==> config.mk <==
export PLATFORM = sky130hd
export DESIGN_NAME = adwc_top
export DESIGN_NICKNAME = d
export VERILOG_FILES = /design/src/adwc_pkg.sv /design/src/adwc_top.sv /design/src/adwc_window_cmp.sv
export SDC_FILE = /design/constraint.sdc
export NUM_CORES = 1
export LEC_CHECK = 0
export ABC_CLOCK_PERIOD_IN_PS = 2600
export BUFFER_PORTS_ARGS = -buffer_cell sky130_fd_sc_hd__buf_2
export CORE_UTILIZATION = 35
export CTS_CLUSTER_SIZE = 24
export DETAILED_ROUTE_END_ITERATION = 12
export GPL_TIMING_DRIVEN = 0
export SYNTH_ARGS = -nofsm -noshare
export SYNTH_HDL_FRONTEND = slang
export SYNTH_SLANG_ARGS = --single-unit
==> constraint.sdc <==
create_clock -name clk_i -period 2.6 [get_ports clk_i]
set_input_delay 0.26 -clock clk_i [delete_from_list [all_inputs] [get_ports clk_i]]
set_output_delay 0.26 -clock clk_i [all_outputs]
set_load 0.01 [all_outputs]
==> src/adwc_pkg.sv <==
// Constants shared by the window-compare converter control block.
package adwc_pkg;
   // Special function register addresses.
   localparam logic [7:0] ADDR_CONTROL  = 8'hE8;
   localparam logic [7:0] ADDR_RES_LOW  = 8'hBE;
   localparam logic [7:0] ADDR_RES_HIGH = 8'hBF;
   localparam logic [7:0] ADDR_GT_LOW   = 8'hC4;
   localparam logic [7:0] ADDR_GT_HIGH  = 8'hC5;
   localparam logic [7:0] ADDR_LT_LOW   = 8'hC6;
   localparam logic [7:0] ADDR_LT_HIGH  = 8'hC7;

   // Control register bit positions.
   localparam int BIT_ENABLE  = 7;
   localparam int BIT_DONE    = 5;
   localparam int BIT_BUSY    = 4;
   localparam int BIT_WINDOW  = 1;
   localparam int BIT_LJUST   = 0;

   // Reset values.
   localparam logic [7:0] RST_CONTROL = 8'h00;
   localparam logic [7:0] RST_RESULT  = 8'h00;
   localparam logic [7:0] RST_GT_BYTE = 8'hFF;
   localparam logic [7:0] RST_LT_BYTE = 8'h00;
   localparam logic [7:0] RST_RDATA   = 8'h00;

   // Timing: converter clock derived from the system clock.
   localparam int SYS_CLK_HZ     = 100_000_000;
   localparam int SAR_CLK_MAX_HZ = 2_500_000;
   localparam int SAR_DIV        = (SYS_CLK_HZ + SAR_CLK_MAX_HZ - 1) / SAR_CLK_MAX_HZ;
   localparam int CONV_SAR_CLKS  = 16;
   localparam int DIV_W          = 6;
   localparam int CNT_W          = 5;
   localparam logic [DIV_W-1:0] DIV_LAST  = DIV_W'(SAR_DIV - 1);
   localparam logic [CNT_W-1:0] CONV_LAST = CNT_W'(CONV_SAR_CLKS - 1);

   // Data widths.
   localparam int RAW_W  = 12;
   localparam int WORD_W = 16;
endpackage

==> src/adwc_top.sv <==
// Converter control with result formatting and programmable window detector.
// Functional notes
// [RULE1] Limits crossed: hit needs below-lt and above-gt.
// [RULE2] Otherwise hit when below-lt or above-gt.
// [RULE3] Non-matching result leaves window flag untouched.
// [RULE4] Differential results compare as signed words.
// [RULE5] Compare formatted result pair against raw limits.
// [RULE6] Conversion lasts sixteen converter clocks minimum.
// [RULE7] Converter active only while enable bit set.
// [RULE8] Less-than high byte, read/write, resets zero.
// [RULE9] Software alone clears the window flag.
// [RULE10] Greater-than bytes reset to all ones.
// [RULE11] Justification layout and sign-fill of result.
`timescale 1ns/1ps
module adwc_top (
   // Clock and reset
   input  wire logic        clk_i,
   input  wire logic        rst_b_i,
   // Special function register port
   input  wire logic [7:0]  sfr_addr_i,
   input  wire logic        sfr_wr_i,
   input  wire logic        sfr_rd_i,
   input  wire logic [7:0]  sfr_wdata_i,
   output logic      [7:0]  sfr_rdata_o,
   // Analog side
   input  wire logic [11:0] sar_data_i,
   input  wire logic        differential_i,
   output logic             converter_power_o,
   output logic             track_hold_o,
   output logic             conversion_busy_o,
   output logic             window_hit_o
);
   logic [7:0]  converter_control_register_q;
   logic [7:0]  result_high_byte_q;
   logic [7:0]  result_low_byte_q;
   logic [7:0]  greater_than_limit_high_byte_q;
   logic [7:0]  greater_than_limit_low_byte_q;
   logic [7:0]  less_than_limit_high_byte_q;
   logic [7:0]  less_than_limit_low_byte_q;
   logic [11:0] data_meta_q;
   logic [11:0] data_sync_q;
   logic        diff_meta_q;
   logic        diff_sync_q;
   logic [5:0]  div_q;
   logic        sar_tick_q;
   logic [4:0]  conv_cnt_q;
   logic        converter_enable_bit;
   logic        left_justify_select;
   logic        conversion_busy_bit;
   logic        ctrl_wr;
   logic        start;
   logic        finish;
   logic [15:0] word_d;
   logic        hit;

   assign converter_enable_bit = converter_control_register_q[adwc_pkg::BIT_ENABLE];
   assign left_justify_select  = converter_control_register_q[adwc_pkg::BIT_LJUST];
   assign conversion_busy_bit  = converter_control_register_q[adwc_pkg::BIT_BUSY];
   assign ctrl_wr = sfr_wr_i && (sfr_addr_i == adwc_pkg::ADDR_CONTROL);
   // Writing a one to busy starts a conversion only when enabled and idle.
   assign start  = ctrl_wr && sfr_wdata_i[adwc_pkg::BIT_BUSY] && converter_enable_bit
                   && sfr_wdata_i[adwc_pkg::BIT_ENABLE] && !conversion_busy_bit; // [RULE7]
   assign finish = conversion_busy_bit && converter_enable_bit && sar_tick_q
                   && (conv_cnt_q == adwc_pkg::CONV_LAST); // [RULE6]

   // The converter output is held steady while the result is taken, so a plain
   // two-stage synchroniser per bit is safe for this multi-bit sample.
   always_ff @(posedge clk_i or negedge rst_b_i) begin
      if (!rst_b_i) begin
         data_meta_q <= 12'h000;
         data_sync_q <= 12'h000;
         diff_meta_q <= 1'b0;
         diff_sync_q <= 1'b0;
      end else begin
         data_meta_q <= sar_data_i;
         data_sync_q <= data_meta_q;
         diff_meta_q <= differential_i;
         diff_sync_q <= diff_meta_q;
      end
   end

   // Converter clock enable; it only runs while a conversion is in progress.
   // Restarting the divider at every start keeps each conversion the same
   // length, whatever phase the previous one stopped in.
   always_ff @(posedge clk_i or negedge rst_b_i) begin
      if (!rst_b_i) begin
         div_q      <= '0;
         sar_tick_q <= 1'b0;
      end else if (!conversion_busy_bit || start) begin
         div_q      <= '0;
         sar_tick_q <= 1'b0;
      end else begin
         sar_tick_q <= (div_q == adwc_pkg::DIV_LAST);
         div_q      <= (div_q == adwc_pkg::DIV_LAST) ? '0 : div_q + 6'h01;
      end
   end

   // Count converter clocks of the running conversion.
   always_ff @(posedge clk_i or negedge rst_b_i) begin
      if (!rst_b_i) begin
         conv_cnt_q <= '0;
      end else if (start || !conversion_busy_bit) begin
         conv_cnt_q <= '0;
      end else if (sar_tick_q) begin
         conv_cnt_q <= conv_cnt_q + 5'h01; // [RULE6]
      end
   end

   // Lay the 12-bit sample out in the 16-bit pair.
   // Single-ended samples are never sign filled, so a full-scale reading does
   // not look negative to the compare.
   always_comb begin
      if (left_justify_select) begin
         word_d = {data_sync_q, 4'h0}; // [RULE11]
      end else begin
         word_d = {{4{diff_sync_q & data_sync_q[11]}}, data_sync_q}; // [RULE11]
      end
   end

   adwc_window_cmp u_cmp (
      .result_i   (word_d),
      .lt_limit_i ({less_than_limit_high_byte_q, less_than_limit_low_byte_q}), // [RULE5]
      .gt_limit_i ({greater_than_limit_high_byte_q, greater_than_limit_low_byte_q}),
      .signed_i   (diff_sync_q),
      .hit_o      (hit)
   );

   // Result pair, loaded at end of conversion.
   always_ff @(posedge clk_i or negedge rst_b_i) begin
      if (!rst_b_i) begin
         result_high_byte_q <= adwc_pkg::RST_RESULT;
         result_low_byte_q  <= adwc_pkg::RST_RESULT;
      end else if (finish) begin
         result_high_byte_q <= word_d[15:8];
         result_low_byte_q  <= word_d[7:0];
      end
   end

   // Limit registers.
   // A limit is written a byte at a time, so software should change it only
   // while no conversion can end, or a half-written word may be compared.
   always_ff @(posedge clk_i or negedge rst_b_i) begin
      if (!rst_b_i) begin
         greater_than_limit_high_byte_q <= adwc_pkg::RST_GT_BYTE; // [RULE10]
         greater_than_limit_low_byte_q  <= adwc_pkg::RST_GT_BYTE; // [RULE10]
         less_than_limit_high_byte_q    <= adwc_pkg::RST_LT_BYTE; // [RULE8]
         less_than_limit_low_byte_q     <= adwc_pkg::RST_LT_BYTE;
      end else if (sfr_wr_i) begin
         case (sfr_addr_i)
            adwc_pkg::ADDR_GT_HIGH: greater_than_limit_high_byte_q <= sfr_wdata_i;
            adwc_pkg::ADDR_GT_LOW:  greater_than_limit_low_byte_q  <= sfr_wdata_i;
            adwc_pkg::ADDR_LT_HIGH: less_than_limit_high_byte_q    <= sfr_wdata_i; // [RULE8]
            adwc_pkg::ADDR_LT_LOW:  less_than_limit_low_byte_q     <= sfr_wdata_i;
            default: ;
         endcase
      end
   end

   // Control register. Hardware setting a flag wins over a software clear
   // in the same cycle, so no completed conversion is ever missed.
   always_ff @(posedge clk_i or negedge rst_b_i) begin
      if (!rst_b_i) begin
         converter_control_register_q <= adwc_pkg::RST_CONTROL;
      end else begin
         if (ctrl_wr) begin
            converter_control_register_q[7:5] <= sfr_wdata_i[7:5];
            converter_control_register_q[3:0] <= sfr_wdata_i[3:0]; // [RULE9]
         end
         if (start) begin
            converter_control_register_q[adwc_pkg::BIT_BUSY] <= 1'b1;
         end else if (finish || !converter_enable_bit) begin
            converter_control_register_q[adwc_pkg::BIT_BUSY] <= 1'b0; // [RULE7]
         end
         if (ctrl_wr && !sfr_wdata_i[adwc_pkg::BIT_ENABLE]) begin
            converter_control_register_q[adwc_pkg::BIT_BUSY] <= 1'b0; // [RULE7]
         end
         if (finish) begin
            converter_control_register_q[adwc_pkg::BIT_DONE] <= 1'b1;
            if (hit) begin
               converter_control_register_q[adwc_pkg::BIT_WINDOW] <= 1'b1; // [RULE1] [RULE2]
            end
            // A miss leaves the window flag alone. [RULE3]
         end
      end
   end

   // Registered read data.
   // Unmapped addresses read as zero rather than holding the last value.
   always_ff @(posedge clk_i or negedge rst_b_i) begin
      if (!rst_b_i) begin
         sfr_rdata_o <= adwc_pkg::RST_RDATA;
      end else if (sfr_rd_i) begin
         case (sfr_addr_i)
            adwc_pkg::ADDR_CONTROL:  sfr_rdata_o <= converter_control_register_q;
            adwc_pkg::ADDR_RES_HIGH: sfr_rdata_o <= result_high_byte_q;
            adwc_pkg::ADDR_RES_LOW:  sfr_rdata_o <= result_low_byte_q;
            adwc_pkg::ADDR_GT_HIGH:  sfr_rdata_o <= greater_than_limit_high_byte_q;
            adwc_pkg::ADDR_GT_LOW:   sfr_rdata_o <= greater_than_limit_low_byte_q;
            adwc_pkg::ADDR_LT_HIGH:  sfr_rdata_o <= less_than_limit_high_byte_q; // [RULE8]
            adwc_pkg::ADDR_LT_LOW:   sfr_rdata_o <= less_than_limit_low_byte_q;
            default:                 sfr_rdata_o <= adwc_pkg::RST_RDATA;
         endcase
      end
   end

   // Analog enables and status outputs, all registered.
   // Each output lags its register bit by one clock.
   always_ff @(posedge clk_i or negedge rst_b_i) begin
      if (!rst_b_i) begin
         converter_power_o <= 1'b0;
         track_hold_o      <= 1'b0;
         conversion_busy_o <= 1'b0;
         window_hit_o      <= 1'b0;
      end else begin
         converter_power_o <= converter_enable_bit; // [RULE7]
         track_hold_o      <= converter_enable_bit & ~conversion_busy_bit; // [RULE7]
         conversion_busy_o <= conversion_busy_bit;
         window_hit_o      <= converter_control_register_q[adwc_pkg::BIT_WINDOW];
      end
   end
endmodule

==> src/adwc_window_cmp.sv <==
// Window comparison of a formatted conversion word against the two limits.
`timescale 1ns/1ps
module adwc_window_cmp (
   // Operands
   input  wire logic [15:0] result_i,
   input  wire logic [15:0] lt_limit_i,
   input  wire logic [15:0] gt_limit_i,
   input  wire logic        signed_i,
   // Outcome
   output logic             hit_o
);
   logic below_lt;
   logic above_gt;
   logic lt_over_gt;

   function automatic logic less(input logic [15:0] a, input logic [15:0] b, input logic sgn);
      if (sgn) begin
         less = $signed(a) < $signed(b);
      end else begin
         less = a < b;
      end
   endfunction

   always_comb begin
      below_lt   = less(result_i, lt_limit_i, signed_i); // [RULE4]
      above_gt   = less(gt_limit_i, result_i, signed_i); // [RULE4]
      lt_over_gt = less(gt_limit_i, lt_limit_i, signed_i);
      if (lt_over_gt) begin
         hit_o = below_lt & above_gt; // [RULE1]
      end else begin
         hit_o = below_lt | above_gt; // [RULE2]
      end
   end
endmodule

==> summary.md <==
| Metric | Value |
|---|---|
| RSZ-0062 raised after global routing | yes |
| Die Y | 126 um |
| Residual DRC | 0 |
| Dpl cells | 703 |
| CTS clk-pin slew, worst paths | 70 ps |
| Share of cells above drive strength 1 | roughly a quarter |
| Distinct cells, synth | 50 |
| Most area-consuming cells after synthesis | dfrtp_1, ha_1, dfstp_2 |
| GRT Resource Usage Total | approximately 18% |
| HPWL Detailed | 9620 um |
| Worst Path Arrival | 2900 ps |
| Seq cells post-synth | 106 |
| TritonCTS clock tree | built |
| Initial antenna violation count | 0 |
| Syn_nets | 558 |
| Max VDD drop | 0.392 mV |
| Worst-path fanout max | 7 |
| Clk buf depth | 2 |
| Die Area | 15800 um2 |
| Diode count | 0 |
| Post-DP Area | roughly 5800 um2 |
| Hold Crit Class | in -> async |
| MaxCap Viol Count | 0 |
| Area leader, netlist | dfrtp_1 |
| Vias per std cell | 5.34 |
| Final setup vio count | 1 |
| Nets | 629 |
| Skew final | 6.12 ps |
| CTS root buf | clkbuf_16 |
| Rel. slew slack | 46.5% |
| Num CTS Buffers | 9 |
| Asr flop ratio synth | 100% |
| Avg Synthesized Cell Area | between 10 and 15 um2 |
| Violated checks | hold timing, setup timing |
| Via count of the routed design | 3934 |
| Yosys top cell area share | 41.9% |
| Tcrit/Tclk final | 101% |
| Setup WS post-layout | -26.2 ps |
| Fmax | 381 MHz |
| R2r setup slk | -30 ps |
| Synth Flop Type | dfrtp_1 |
| CTS H-tree depth | 3 |
| Commonest cells in the netlist | dfrtp_1, ha_1, nand2_1 |
| Design area | roughly 6400 um2 |
| Iter 0 DRT Violations | 253 |
| GRT overflow | 0 |
| Hold Vio Cnt, Final | 26 |
| Total Neg Setup Slack | -26.2 ps |
| Crit path time final | about 2600 ps |
| DRT Wirelength | 13100 um |
| Post-Syn Instances | 477 |
| Rows | 44 |
| CP required | about 2900 ps |
| Critical path class | reg -> reg |
| TritonRoute pass-1 iters | 4 |
| Clock sinks | 106 |
| Die Wd | approximately 130 um |
| Power Density | about 540 nW/um2 |
| Core area | 14800 um2 |
| Largest net degree at the start of global routing | 64 |
| Final Max Tran Viols | 0 |
| Hold_ws | -35.9 ps |
| Sequential-to-total area share from yosys stat | 49.7% |
| Vias in the first global route | 3905 |
| Status | complete, but fails checks |
| R2r startpoint | converter_control_register_q[0] |
| Cell leakage power | around 3 nW |
| FF-to-FF End | converter_control_register_q[1] |
| Nature of the critical path endpoint | register |
| Area growth syn-to-layout | 19.0% |
| Starting Density | 36.4% |
| IO Port Bufs | 41 |
| Ports | 45 |
| Post-Syn Area | 5370 um2 |
| Clk Latency, worst-skew pair | 360 ps |
| Most frequent cell after synthesis | dfrtp_1 |
| DR WL/cell | 17.8 um |
| GPL Wtd Cong | about 0.87 |
| First-pass GRT wire length | about 21000 um |
| Post-synth EDFFs | 0 |
| Synth warn | 0 |
| Post-DRT Antenna Nets | 0 |
| Worst-margin pin slew | 796 ps |
| Cell Count, Final, Fillers Out | 737 |
| Overall power | 0.00347 W |
| Reg2reg path depth | 12 |
| Kind of launch point of the worst setup path | register |
[worst max-delay path by stage]
| stage | startpoint | to | depth (start not counted) |
|---|---|---|---|
| floorplan | converter_control_register_q[0] | converter_control_register_q[1] | 12 |
| global placement | converter_control_register_q[0] | converter_control_register_q[1] | 12 |
| detailed placement | converter_control_register_q[0] | converter_control_register_q[1] | 12 |
| CTS | converter_control_register_q[0] | converter_control_register_q[1] | 12 |
| global route | converter_control_register_q[0] | converter_control_register_q[1] | 12 |
| finish | converter_control_register_q[0] | converter_control_register_q[1] | 12 |
[report_power, final]
group	leakage [nW]	total, W	internal [W]	switching [W]
logic	1.48	0.000406	0.000187	0.000219
clock network	0.140	0.00131	0.000667	0.000643
registers	1.34	0.00176	0.00171	0.0000483
total	2.96	0.00347	0.00256	0.000910
[kinds of logic after synthesis]
kind of cell,share of synthesized area (%)
xor gates and xnor gates,1.47
and+or+nand+nor,10.1
DFF,49.7
adders and majority gates,11.4
buffers and inverters,3.91
muxes,12.2
AOI/OAI and AO/OA,11.2
[layout by cell type (no fill, tap or decap), types with 8 or more instances in the layout]
master | Yosys | routed
dfrtp_1 | 90 | 89
nor2_1 | 19 | 18
clkbuf_1 | 9 | 8
mux2i_1 | 24 | 20
mux2_2 | 35 | 35
dlygate4sd3_1 | 0 | 13
o22ai_1 | 8 | 8
nand3_1 | 10 | 10
ha_1 | 48 | 47
buf_2 | 3 | 43
nand4_1 | 10 | 10
clkbuf_16 | 0 | 10
a21oi_1 | 17 | 15
nand2_1 | 42 | 42
o21ai_0 | 20 | 19
inv_1 | 41 | 40
dfstp_2 | 16 | 16
[final cells by class]
cell class	instances	area (um2)
fill	1382	8360
sequential	106	2670
multi-input combinational	317	2560
timing repair buffer	60	402
tap	184	230
clock buffer	9	225
inverter	41	154
buffer	13	81.3
clock inverter	7	66.3
[worst max-delay path, cell delays in order, from the launching register on]
cell and delay, ps:
dfrtp_1 360, buf_6 140, clkbuf_16 160, mux2i_4 290, inv_2 70, ha_4 220
a211o_1 260, o211ai_1 120, nand4b_1 170, a211oi_2 230, xnor2_1 100, maj3_2 320
o21ai_2 110
[state kept, by name (all words and copies together) (netlist names)]
name and cells:
converter_power_o 1, conv_cnt_q 5, greater_than_limit_high_byte_q 8, diff_meta_q 1, conversion_busy_o 1, result_low_byte_q 8, track_hold_o 1, diff_sync_q 1
greater_than_limit_low_byte_q 8, window_hit_o 1, sfr_rdata_o 8, data_sync_q 12, sar_tick_q 1, converter_control_register_q 8, data_meta_q 12, result_high_byte_q 8
div_q 6, less_than_limit_high_byte_q 8, less_than_limit_low_byte_q 8
[timing repair]
item	in CTS	in global routing
gates resized for setup	18	2
setup endpoints to repair	1	1
hold buffers	13	0
pin swaps	5	4
buffers inserted	4	0
gates cloned	1	0
endpoints found under the hold margin	13	0
[stage by stage]
step / utilization, % / setup slack (ps)
after floorplan: - / 10.0
after global placement: 39.4 / -406
after detailed placement: 39.5 / -498
after CTS: 43.3 / -41.7
after global routing: 43.3 / -160
final: 43.3 / -26.2
[per-layer routing]
metal	vias up	part of all wire (%)	track usage, %	routed length (um)
li1	1852	-	-	-
met3	19	6.1	4.50	805
met1	1953	46	23.8	6020
met2	110	46	27.6	6090
met5	-	0	0	0
met4	0	1.4	6.38	189
Power figures use the tool's default switching activity.
